**src/inc/watchdog_pkg.sv**
```systemverilog
`default_nettype none
package watchdog_pkg;
	// byte addresses (lower 20 bits)
	localparam logic [19:0] TCS_ADDR = 20'h0_FFF8C;
	localparam logic [19:0] CNT_ADDR = 20'h0_FFF8D;
	localparam logic [19:0] RCS_WR_ADDR = 20'h0_FFF8E;
	localparam logic [19:0] RCS_RD_ADDR = 20'h0_FFF8F;
	localparam logic [7:0] PASS_CNT = 8'h5A;
	localparam logic [7:0] PASS_TCS = 8'hA5;
	localparam logic [7:0] CLEAR_DATA = 8'h00;
	// field positions
	localparam int OVERFLOW_BIT = 7;
	localparam int MODE_BIT = 6;
	localparam int ENA_BIT = 5;
	localparam int WRF_BIT = 7;
	localparam int ROE_BIT = 6;
	localparam logic [1:0] TCS_RSVD = 2'h3;
	localparam logic [5:0] RCS_RSVD = 6'h3F;
	localparam logic [7:0] CNT_RESET = 8'h00;
	localparam logic [2:0] CKS_RESET = 3'h0;
	// timing, in states (one state = one system clock)
	localparam int INT_RESET_STATES = 518;
	localparam int EXT_RESET_STATES = 132;
	localparam int PRESCALE_W = 12;
endpackage : watchdog_pkg
`default_nettype wire

```
**src/hw/watchdog_interval_timer.sv**
```systemverilog
`default_nettype none
module watchdog_interval_timer
	import watchdog_pkg::*;
#(
	parameter int INT_RESET_LEN = INT_RESET_STATES,
	parameter int EXT_RESET_LEN = EXT_RESET_STATES
) (
	input wire logic i_sys_clk,
	input wire logic i_srst,
	input wire logic [19:0] i_addr,
	input wire logic i_rd,
	input wire logic i_wr,
	input wire logic i_word,
	input wire logic [15:0] i_wdata,
	output logic [7:0] o_rdata,
	output logic o_interval_interrupt,
	output logic o_internal_reset,
	output logic o_reset_output_pin_n
);
	// pulse counters; wide enough for the longest internal reset
	localparam int LEN_W = 10;
	localparam int LEN_MAX = (1 << LEN_W) - 1;
	localparam logic [LEN_W-1:0] INT_LEN = LEN_W'(INT_RESET_LEN);
	localparam logic [LEN_W-1:0] EXT_LEN = LEN_W'(EXT_RESET_LEN);
	localparam logic [LEN_W-1:0] LEN_ZERO = '0;
	localparam logic [LEN_W-1:0] LEN_ONE = LEN_W'(1);

	initial begin
		if (INT_RESET_LEN < 1 || INT_RESET_LEN > LEN_MAX) begin
			$error("internal reset length out of range");
		end
		if (EXT_RESET_LEN < 1 || EXT_RESET_LEN > INT_RESET_LEN) begin
			$error("external reset length out of range");
		end
		if (PRESCALE_W < 12) begin
			$error("prescaler too narrow for the slowest clock");
		end
		if (OVERFLOW_BIT > 7 || MODE_BIT > 7 || ENA_BIT > 7 ||
			WRF_BIT > 7 || ROE_BIT > 7 ||
			OVERFLOW_BIT == MODE_BIT || MODE_BIT == ENA_BIT) begin
			$error("control field position out of range");
		end
	end

	// address decode, shared by the write and read paths
	function automatic logic addr_hit(input logic [19:0] a,
		input logic [19:0] reg_addr);
		addr_hit = (a == reg_addr);
	endfunction : addr_hit

	// the upper byte of a word write carries the password
	function automatic logic key_hit(input logic [15:0] d,
		input logic [7:0] key);
		key_hit = (d[15:8] == key);
	endfunction : key_hit

	// both pulse counters stop at zero
	function automatic logic [LEN_W-1:0] count_down(
		input logic [LEN_W-1:0] v);
		count_down = (v == LEN_ZERO) ? LEN_ZERO : v - LEN_ONE;
	endfunction : count_down

	// register fields
	logic [7:0] watchdog_count_reg;
	logic [7:0] watchdog_count_next;
	logic overflow_flag_reg;
	logic timer_mode_select_reg;
	logic counter_enable_reg;
	logic [2:0] clock_select_reg;
	logic watchdog_reset_flag_reg;
	logic reset_output_enable_reg;
	logic overflow_seen_reg;
	logic wrf_seen_reg;

	// reset pulse counters
	logic [LEN_W-1:0] int_cnt_reg;
	logic [LEN_W-1:0] int_cnt_next;
	logic [LEN_W-1:0] ext_cnt_reg;
	logic [LEN_W-1:0] ext_cnt_next;

	// decoded strobes
	logic tick;
	logic count_tick;
	logic count_full;
	logic overflow;
	logic wdog_fire;
	logic blk_rst;
	logic wr_word;
	logic wr_cnt;
	logic wr_tcs;
	logic wr_rcs_clear;
	logic wr_rcs_oe;
	logic rd_tcs;
	logic rd_rcs;
	logic clear_overflow;
	logic clear_wrf;

	// read path
	logic [7:0] timer_control_status;
	logic [7:0] reset_control_status;
	logic [7:0] rdata_next;

	watchdog_prescaler u_prescaler (
		.i_sys_clk(i_sys_clk),
		.i_srst(i_srst),
		.i_clock_select(clock_select_reg),
		.o_tick(tick)
	);

	// internal reset clears the timer but not the reset status bits
	assign blk_rst = i_srst | o_internal_reset;

	// byte writes never reach a protected register
	assign wr_word = i_wr & i_word;
	assign wr_cnt = wr_word &
		addr_hit(i_addr, TCS_ADDR) &
		key_hit(i_wdata, PASS_CNT);
	assign wr_tcs = wr_word &
		addr_hit(i_addr, TCS_ADDR) &
		key_hit(i_wdata, PASS_TCS);
	assign wr_rcs_clear = wr_word &
		addr_hit(i_addr, RCS_WR_ADDR) &
		key_hit(i_wdata, PASS_TCS) &
		(i_wdata[7:0] == CLEAR_DATA);
	assign wr_rcs_oe = wr_word &
		addr_hit(i_addr, RCS_WR_ADDR) &
		key_hit(i_wdata, PASS_CNT);
	// reads arm the flag clears
	assign rd_tcs = i_rd & addr_hit(i_addr, TCS_ADDR);
	assign rd_rcs = i_rd & addr_hit(i_addr, RCS_RD_ADDR);

	// a counter write swallows the overflow of the same cycle
	assign count_tick = counter_enable_reg & tick;
	assign count_full = (watchdog_count_reg == 8'hFF);
	assign overflow = count_tick & count_full & ~wr_cnt;
	assign wdog_fire = overflow & timer_mode_select_reg &
		counter_enable_reg;

	// flag clears need a read of 1 since the flag was last set
	assign clear_overflow = wr_tcs & overflow_seen_reg &
		~i_wdata[OVERFLOW_BIT];
	assign clear_wrf = wr_rcs_clear & wrf_seen_reg;

	// counter: a write in the same cycle as a tick wins
	always_comb begin
		watchdog_count_next = watchdog_count_reg;
		if (wr_cnt) begin
			watchdog_count_next = i_wdata[7:0];
		end else if (tick) begin
			watchdog_count_next = watchdog_count_reg + 8'h01;
		end
	end

	always_ff @(posedge i_sys_clk) begin
		if (blk_rst || !counter_enable_reg) begin
			watchdog_count_reg <= CNT_RESET;
		end else begin
			watchdog_count_reg <= watchdog_count_next;
		end
	end

	// mode select
	always_ff @(posedge i_sys_clk) begin
		if (blk_rst) begin
			timer_mode_select_reg <= 1'b0;
		end else if (wr_tcs) begin
			timer_mode_select_reg <= i_wdata[MODE_BIT];
		end
	end

	// counter enable
	always_ff @(posedge i_sys_clk) begin
		if (blk_rst) begin
			counter_enable_reg <= 1'b0;
		end else if (wr_tcs) begin
			counter_enable_reg <= i_wdata[ENA_BIT];
		end
	end

	// clock select; changing it while counting gives one odd period
	always_ff @(posedge i_sys_clk) begin
		if (blk_rst) begin
			clock_select_reg <= CKS_RESET;
		end else if (wr_tcs) begin
			clock_select_reg <= i_wdata[2:0];
		end
	end

	// overflow flag: a set in the same cycle as a clear wins
	always_ff @(posedge i_sys_clk) begin
		if (blk_rst) begin
			overflow_flag_reg <= 1'b0;
		end else if (overflow) begin
			overflow_flag_reg <= 1'b1;
		end else if (clear_overflow) begin
			overflow_flag_reg <= 1'b0;
		end
	end

	always_ff @(posedge i_sys_clk) begin
		if (blk_rst || overflow || clear_overflow) begin
			overflow_seen_reg <= 1'b0;
		end else if (rd_tcs && overflow_flag_reg) begin
			overflow_seen_reg <= 1'b1;
		end
	end

	// reset status: only the pin reset touches these
	always_ff @(posedge i_sys_clk) begin
		if (i_srst) begin
			watchdog_reset_flag_reg <= 1'b0;
		end else if (wdog_fire) begin
			watchdog_reset_flag_reg <= 1'b1;
		end else if (clear_wrf) begin
			watchdog_reset_flag_reg <= 1'b0;
		end
	end

	// a fresh firing needs a fresh read before it can be cleared
	always_ff @(posedge i_sys_clk) begin
		if (i_srst || wdog_fire || clear_wrf) begin
			wrf_seen_reg <= 1'b0;
		end else if (rd_rcs && watchdog_reset_flag_reg) begin
			wrf_seen_reg <= 1'b1;
		end
	end

	// an enable write landing in a firing cycle is dropped
	always_ff @(posedge i_sys_clk) begin
		if (i_srst) begin
			reset_output_enable_reg <= 1'b0;
		end else if (wr_rcs_oe && !wdog_fire) begin
			reset_output_enable_reg <= i_wdata[ROE_BIT];
		end
	end

	// pulse lengths count down to zero; the pin reset cancels them
	always_comb begin
		int_cnt_next = int_cnt_reg;
		if (wdog_fire) begin
			int_cnt_next = INT_LEN;
		end else begin
			int_cnt_next = count_down(int_cnt_reg);
		end
	end

	always_comb begin
		ext_cnt_next = ext_cnt_reg;
		if (wdog_fire) begin
			ext_cnt_next = reset_output_enable_reg ?
				EXT_LEN : LEN_ZERO;
		end else begin
			ext_cnt_next = count_down(ext_cnt_reg);
		end
	end

	// internal reset length
	always_ff @(posedge i_sys_clk) begin
		if (i_srst) begin
			int_cnt_reg <= LEN_ZERO;
		end else begin
			int_cnt_reg <= int_cnt_next;
		end
	end

	// external pin length
	always_ff @(posedge i_sys_clk) begin
		if (i_srst) begin
			ext_cnt_reg <= LEN_ZERO;
		end else begin
			ext_cnt_reg <= ext_cnt_next;
		end
	end

	// outputs come straight from the pulse counters
	assign o_internal_reset = (int_cnt_reg != LEN_ZERO);
	assign o_reset_output_pin_n = (ext_cnt_reg == LEN_ZERO);

	// interrupt follows the flag in interval mode
	assign o_interval_interrupt = overflow_flag_reg &
		~timer_mode_select_reg;

	assign timer_control_status = {
		overflow_flag_reg,
		timer_mode_select_reg,
		counter_enable_reg,
		TCS_RSVD,
		clock_select_reg};
	assign reset_control_status = {
		watchdog_reset_flag_reg,
		reset_output_enable_reg,
		RCS_RSVD};

	// unmapped reads return zero, the write-only address among them
	always_comb begin
		case (i_addr)
			TCS_ADDR: rdata_next = timer_control_status;
			CNT_ADDR: rdata_next = watchdog_count_reg;
			RCS_RD_ADDR: rdata_next = reset_control_status;
			default: rdata_next = 8'h00;
		endcase
	end

	// read data holds until the next read
	always_ff @(posedge i_sys_clk) begin
		if (i_srst) begin
			o_rdata <= 8'h00;
		end else if (i_rd) begin
			o_rdata <= rdata_next;
		end
	end
endmodule : watchdog_interval_timer
`default_nettype wire

```
**src/hw/watchdog_prescaler.sv**
```systemverilog
`default_nettype none
module watchdog_prescaler
	import watchdog_pkg::*;
(
	input wire logic i_sys_clk,
	input wire logic i_srst,
	input wire logic [2:0] i_clock_select,
	output logic o_tick
);
	logic [PRESCALE_W-1:0] div_reg;
	logic [PRESCALE_W-1:0] div_next;

	function automatic logic [PRESCALE_W-1:0] sel_mask(input logic [2:0] s);
		case (s)
			3'h0: sel_mask = 12'h0001;
			3'h1: sel_mask = 12'h001F;
			3'h2: sel_mask = 12'h003F;
			3'h3: sel_mask = 12'h007F;
			3'h4: sel_mask = 12'h00FF;
			3'h5: sel_mask = 12'h01FF;
			3'h6: sel_mask = 12'h07FF;
			default: sel_mask = 12'h0FFF;
		endcase
	endfunction : sel_mask

	assign div_next = div_reg + 12'h001;

	always_ff @(posedge i_sys_clk) begin
		if (i_srst) begin
			div_reg <= '0;
		end else begin
			div_reg <= div_next;
		end
	end

	// one pulse per period of phi/2 .. phi/4096
	assign o_tick = ((div_reg & sel_mask(i_clock_select)) ==
		sel_mask(i_clock_select));
endmodule : watchdog_prescaler
`default_nettype wire

```
**config.mk**
```make
export PLATFORM = sky130hd
export DESIGN_NAME = watchdog_interval_timer
export DESIGN_NICKNAME = d
export VERILOG_FILES = /design/src/inc/watchdog_pkg.sv /design/src/hw/watchdog_interval_timer.sv /design/src/hw/watchdog_prescaler.sv
export SDC_FILE = /design/constraint.sdc
export NUM_CORES = 1
export LEC_CHECK = 0
export ABC_AREA = 1
export CAP_MARGIN = 20
export CORE_MARGIN = 2
export CORE_UTILIZATION = 64
export CTS_CLUSTER_SIZE = 40
export DETAILED_ROUTE_END_ITERATION = 7
export DONT_BUFFER_PORTS = 1
export GPL_ROUTABILITY_DRIVEN = 0
export PLACE_DENSITY = 0.77
export SYNTH_ARGS = -nofsm -noshare
export SYNTH_HDL_FRONTEND = slang
export SYNTH_SLANG_ARGS = --single-unit
```
**constraint.sdc**
```tcl
create_clock -name i_sys_clk -period 1.8 [get_ports i_sys_clk]
set_input_delay 0.36 -clock i_sys_clk [delete_from_list [all_inputs] [get_ports i_sys_clk]]
set_output_delay 0.36 -clock i_sys_clk [all_outputs]
set_load 0.01 [all_outputs]
```
# Word level (Yosys, flattened, before mapping)
# Index checks and enable logic that the tools add are counted.
# W data, S select, Z words.
# word_totals
inputBits	41
out_inout_bits	11
register_bits	58
wordCells	88
# classes
mux	13
bitwise	24
n_addsub	4
reduce_logical	19
eq_ne	14
# ops
operator	count
$pmux W12 S7	1
$eq A20 B20 Y1 const B	4
$mux W10	4
$mux W8	3
$pmux W8 S3	1
$logic_not A10 Y1	2
$sub A10 B1 Y10 const B	2
$and A1 B1 Y1	19
$eq A8 B8 Y1 const B	2
$add A12 B1 Y12 const B	1
$and A12 B12 Y12	1
$eq A12 B12 Y1	1
$reduce_bool A10 Y1	1
$eq A3 B3 Y1 const B	3
$add A8 B1 Y8 const B	1
$eq A8 B7 Y1 const B	1
$logic_not A8 Y1	1
$eq A3 B2 Y1 const B	2
$reduce_bool A2 Y1	3
$logic_or A1 B1 Y1	5
$mux W1	4
$eq A3 B1 Y1 const B	1
$logic_and A1 B1 Y1	3
$logic_not A3 Y1	1
other kinds (4)	7

# Logic depth before layout (Yosys ltp)
# depth
ltp_word	11
ltp_mapped	14
ltp_nobuf	14

# Cells and area by module
# Synthesis repeated with hierarchy kept, for this count alone.
# hier_totals
cells_unflattened	495
hier_area_um2	3304.4
# by_module_without_submodules
module	seq_area_each_um2	cells_per_inst	instances	area_each_um2
watchdog_interval_timer	920.9	393	1	2660.1
watchdog_prescaler	240.2	102	1	644.4

# Least setup slack after synthesis
# No wires, ideal clock.
# synth_path
path_type	register to output
startpoint	register int_cnt_reg[0]
endpoint	output o_internal_reset
required_ps	1440
arrival_time_ps	1221
path_stages_with_launch	8
path_slack_ps	219
path_buffers	0
path_cell_list	dfxtp_1 inv_1 ha_1 nand3b_4 nor2_4 nand3_2 nor2_4 nand2_1
# synth_between
elab_chain_len	1
# synth_lines
item	line_no	text
from (decl)	watchdog_interval_timer.sv:76	logic [LEN_W-1:0] int_cnt_reg;
from (signal assigned)	watchdog_interval_timer.sv:262	int_cnt_reg <= int_cnt_next;
$reduce_bool A10 Y1	watchdog_interval_timer.sv:276	assign o_internal_reset = (int_cnt_reg != LEN_ZERO);
to (decl)	watchdog_interval_timer.sv:17	output logic o_internal_reset,
# No other way between the ends.

# Worst setup path in the final report
# layout_path
startpoint	register ext_cnt_reg[5]
endpoint	output o_reset_output_pin_n
# layout_between
elab_chain_len	1
# layout_lines
item	line_no	text
from (decl)	watchdog_interval_timer.sv:78	logic [LEN_W-1:0] ext_cnt_reg;
from (signal assigned)	watchdog_interval_timer.sv:271	ext_cnt_reg <= ext_cnt_next;
$logic_not A10 Y1	watchdog_interval_timer.sv:277	assign o_reset_output_pin_n = (ext_cnt_reg == LEN_ZERO);
to (decl)	watchdog_interval_timer.sv:18	output logic o_reset_output_pin_n
# No other way between the ends.

==> impl_metrics.env <==
export IMPL_r2r_cells=10
export IMPL_rows=26
export IMPL_reg2reg_from="ext_cnt_reg[0]$_SDFF_PP0_"
export IMPL_cp_max_fo=5
export IMPL_core_area_um2=5140
export IMPL_holdWs_ns=0.0777
export IMPL_synth_seq_cells=58
export IMPL_relSlewSlack_pct=64.3
export IMPL_cts_tree="done"
export IMPL_cellLeakagePower_uw=0.00162
export IMPL_final_nets=557
export IMPL_cp_start_kind="flip-flop"
export IMPL_cp_end_kind="output pin"
export IMPL_clk_pin_slew_worst_paths_ns=0.06
export IMPL_startpoint="ext_cnt_reg[5]$_SDFF_PP0_"
export IMPL_ys_types=45
export IMPL_hold_class="in -> reg"
export IMPL_vdd_drop_max_uv=718
export IMPL_cts_htree_levels=3
export IMPL_route_detailed_drc=0
export IMPL_final_max_slew_violation_count=0
export IMPL_antenna_found_initial=0
export IMPL_vias=3108
export IMPL_powerDensity_nw_per_um2=1160
export IMPL_rsz0062_at_grt="yes"
export IMPL_grt_max_degree=20
export IMPL_yosysSeqAreaShare_pct=33.8
export IMPL_rrSetupSlack_ns=0.09
export IMPL_endpoint="o_reset_output_pin_n"
export IMPL_required_ns=1.44
export IMPL_avgSynthCellArea_um2=7.08
export IMPL_dp_hpwl_mm=5.70
export IMPL_drive_gt1_share_pct=23.6
export IMPL_drt_iter0_drc=182
export IMPL_dieWidth_um=77.2
export IMPL_final_fill_count=390
export IMPL_die_h_um=77.2
export IMPL_r2r_end="ext_cnt_reg[8]$_SDFF_PP0_"
export IMPL_status="complete, no violations"
export IMPL_insertion_delay_ns=0.34
export IMPL_fmax_ghz=0.559
export IMPL_setup_viol_count_final=0
export IMPL_largest_reg_flops=12
export IMPL_synth_area_um2=3430
export IMPL_period_needed_ns=1.79
export IMPL_report_final_hold_viol_count=0
export IMPL_worstMarginPinSlew_ns=0.531
export IMPL_antennaDiodeCount=0
export IMPL_synth_top_area_share_pct=33.8
export IMPL_grt_usage_pct=27.9
export IMPL_drt_wl_total_mm=8.02
export IMPL_synth_top_area_cell="dfxtp_1"
export IMPL_cts_max_path_buffers=2
export IMPL_fin_crit_sh_pct=99.4
export IMPL_synth_area_leaders="dfxtp_1, nand2_1, inv_1"
export IMPL_syn_to_final_growth_pct=15.1
export IMPL_arrival_ns=1.43
export IMPL_postSynthCellCount=485
export IMPL_critical_path_class="reg -> out"
export IMPL_cts_buffers=9
export IMPL_grt_pass1_wl_mm=13.3
export IMPL_ant_nets=0
export IMPL_ctsRootBufferMaster="clkbuf_8"
export IMPL_vias_per_cell=5.30
export IMPL_yosys_warnings=0
export IMPL_firstDrtPassIters=4
export IMPL_ios=52
export IMPL_grt_overflow=0
export IMPL_postCtsHoldBufs=0
export IMPL_io_buffers=0
export IMPL_grt_pass1_vias=2978
export IMPL_start_util_pct=66.8
export IMPL_wire_per_inst_um=13.7
export IMPL_maxCapViolCount=0
export IMPL_cts_sinks=58
export IMPL_total_power_uw=4570
export IMPL_die_area_um2=5970
export IMPL_fin_worst_skew_ns=0.00688
export IMPL_synthesis_nets=531
[worst max-delay path: stages, from the launching register on]
cell	delay [ns]
dfxtp_1	0.39
nor4_2	0.29
nand3_1	0.17
nor3_4	0.24
[power by group]
part / internal, uW / total (uW) / leakage [uW] / switching, uW
sequential: 1450 / 1610 / 0.000474 / 159
clock: 818 / 1340 / 0.000103 / 519
combinational: 752 / 1630 / 0.00104 / 876
total: 3020 / 4570 / 0.00162 / 1550
[layout make-up]
cell class	count	area [um^2]	share of cell area [%]
timing repair buffer	22	165	4.18
sequential	58	1170	29.6
multi-input combinational	352	2050	51.9
inverter	68	259	6.56
clock inverter	4	75.1	1.90
tap	70	87.6	2.22
clock buffer	12	145	3.67
[cells in the mapped netlist, drive strengths merged]
| library cell | count |
|---|---|
| nor4 | 4 |
| o21a | 1 |
| ha | 5 |
| nand2 | 123 |
| buf | 5 |
| xnor2 | 7 |
| a31oi | 1 |
| clkinv | 1 |
| a211oi | 2 |
| clkbuf | 2 |
| nand3 | 47 |
| nand4 | 11 |
| xor2 | 12 |
| o211ai | 1 |
| dfxtp | 58 |
| a21oi | 26 |
| nor3b | 3 |
| nand3b | 3 |
| and3 | 1 |
| inv | 67 |
| nor3 | 13 |
| o21ai | 12 |
| nor2 | 80 |
[layer usage]
metal / vias up / share of wire (%) / routed length [um] / global-route usage, %
met2: 77 / 50 / 4040 / 47.8
met3: 14 / 4.8 / 387 / 7.53
met4: 0 / 1.8 / 143 / 9.64
met1: 1415 / 43 / 3450 / 33.6
met5: - / 0 / 0 / 0
li1: 1602 / - / - / -
[placed cells by master, fill, tap and decap left out, types with 3 or more instances in the layout]
cell,count
dfxtp_1,52
nor2_4,7
a21oi_1,23
inv_2,12
nor2_2,14
o21ai_2,3
xnor2_1,7
nand2_2,12
nor3_1,8
nand3_4,3
nand3_1,44
inv_1,54
buf_4,22
nand4_1,9
ha_1,3
nor3_2,3
nor3b_2,3
clkbuf_8,10
dfxtp_2,6
nand2_1,107
xor2_1,12
nand2_4,3
nor2_1,57
a21oi_2,3
o21ai_0,8
[kinds of logic (layout without fill, tap and decap cells)]
family | Yosys count | count (layout) | share of synthesized area (%)
buffers and inverters | 75 | 106 | 8.78
DFF | 58 | 58 | 33.8
and+or+nand+nor | 285 | 285 | 43.2
adders and majority gates | 5 | 5 | 1.82
xor gates and xnor gates | 19 | 19 | 4.85
AOI/OAI and AO/OA | 43 | 43 | 7.54
[metrics by stage]
stage / instance area, um^2 / setup slack, ns / setup TNS, ns / util (%) / std cells
floorplan: 3430 / 0.219 / 0 / - / 485
global placement: 3530 / 0.140 / 0 / 68.7 / 555
detailed placement: 3530 / 0.0601 / 0 / 68.7 / 555
CTS: 3910 / -0.0208 / -0.0407 / 76.1 / 584
global route: 3950 / -0.0889 / -0.214 / 76.9 / 586
finish: 3950 / 0.0115 / 0 / 76.9 / 586
[how the worst min path moves through the flow]
stage	start	end	slack, ns	cells past startpoint
3_3_place_gp	int_cnt_reg[0]$_SDFF_PP0_	int_cnt_reg[0]$_SDFF_PP0_	0.41	1
4_1_cts	i_srst	int_cnt_reg[1]$_SDFF_PP0_	0.07	1
5_1_grt	i_srst	int_cnt_reg[1]$_SDFF_PP0_	0.07	1
2_1_floorplan	int_cnt_reg[0]$_SDFF_PP0_	int_cnt_reg[0]$_SDFF_PP0_	0.40	1
6_report	i_srst	int_cnt_reg[1]$_SDFF_PP0_	0.08	1
3_5_place_dp	int_cnt_reg[0]$_SDFF_PP0_	int_cnt_reg[0]$_SDFF_PP0_	0.41	1
[what timing repair did]
item,in CTS,in global routing
setup endpoints to repair,2,30
cloned,0,0
pin swaps,7,5
setup buffers,13,2
resized for setup,19,7
Power figures use the tool's default switching activity.
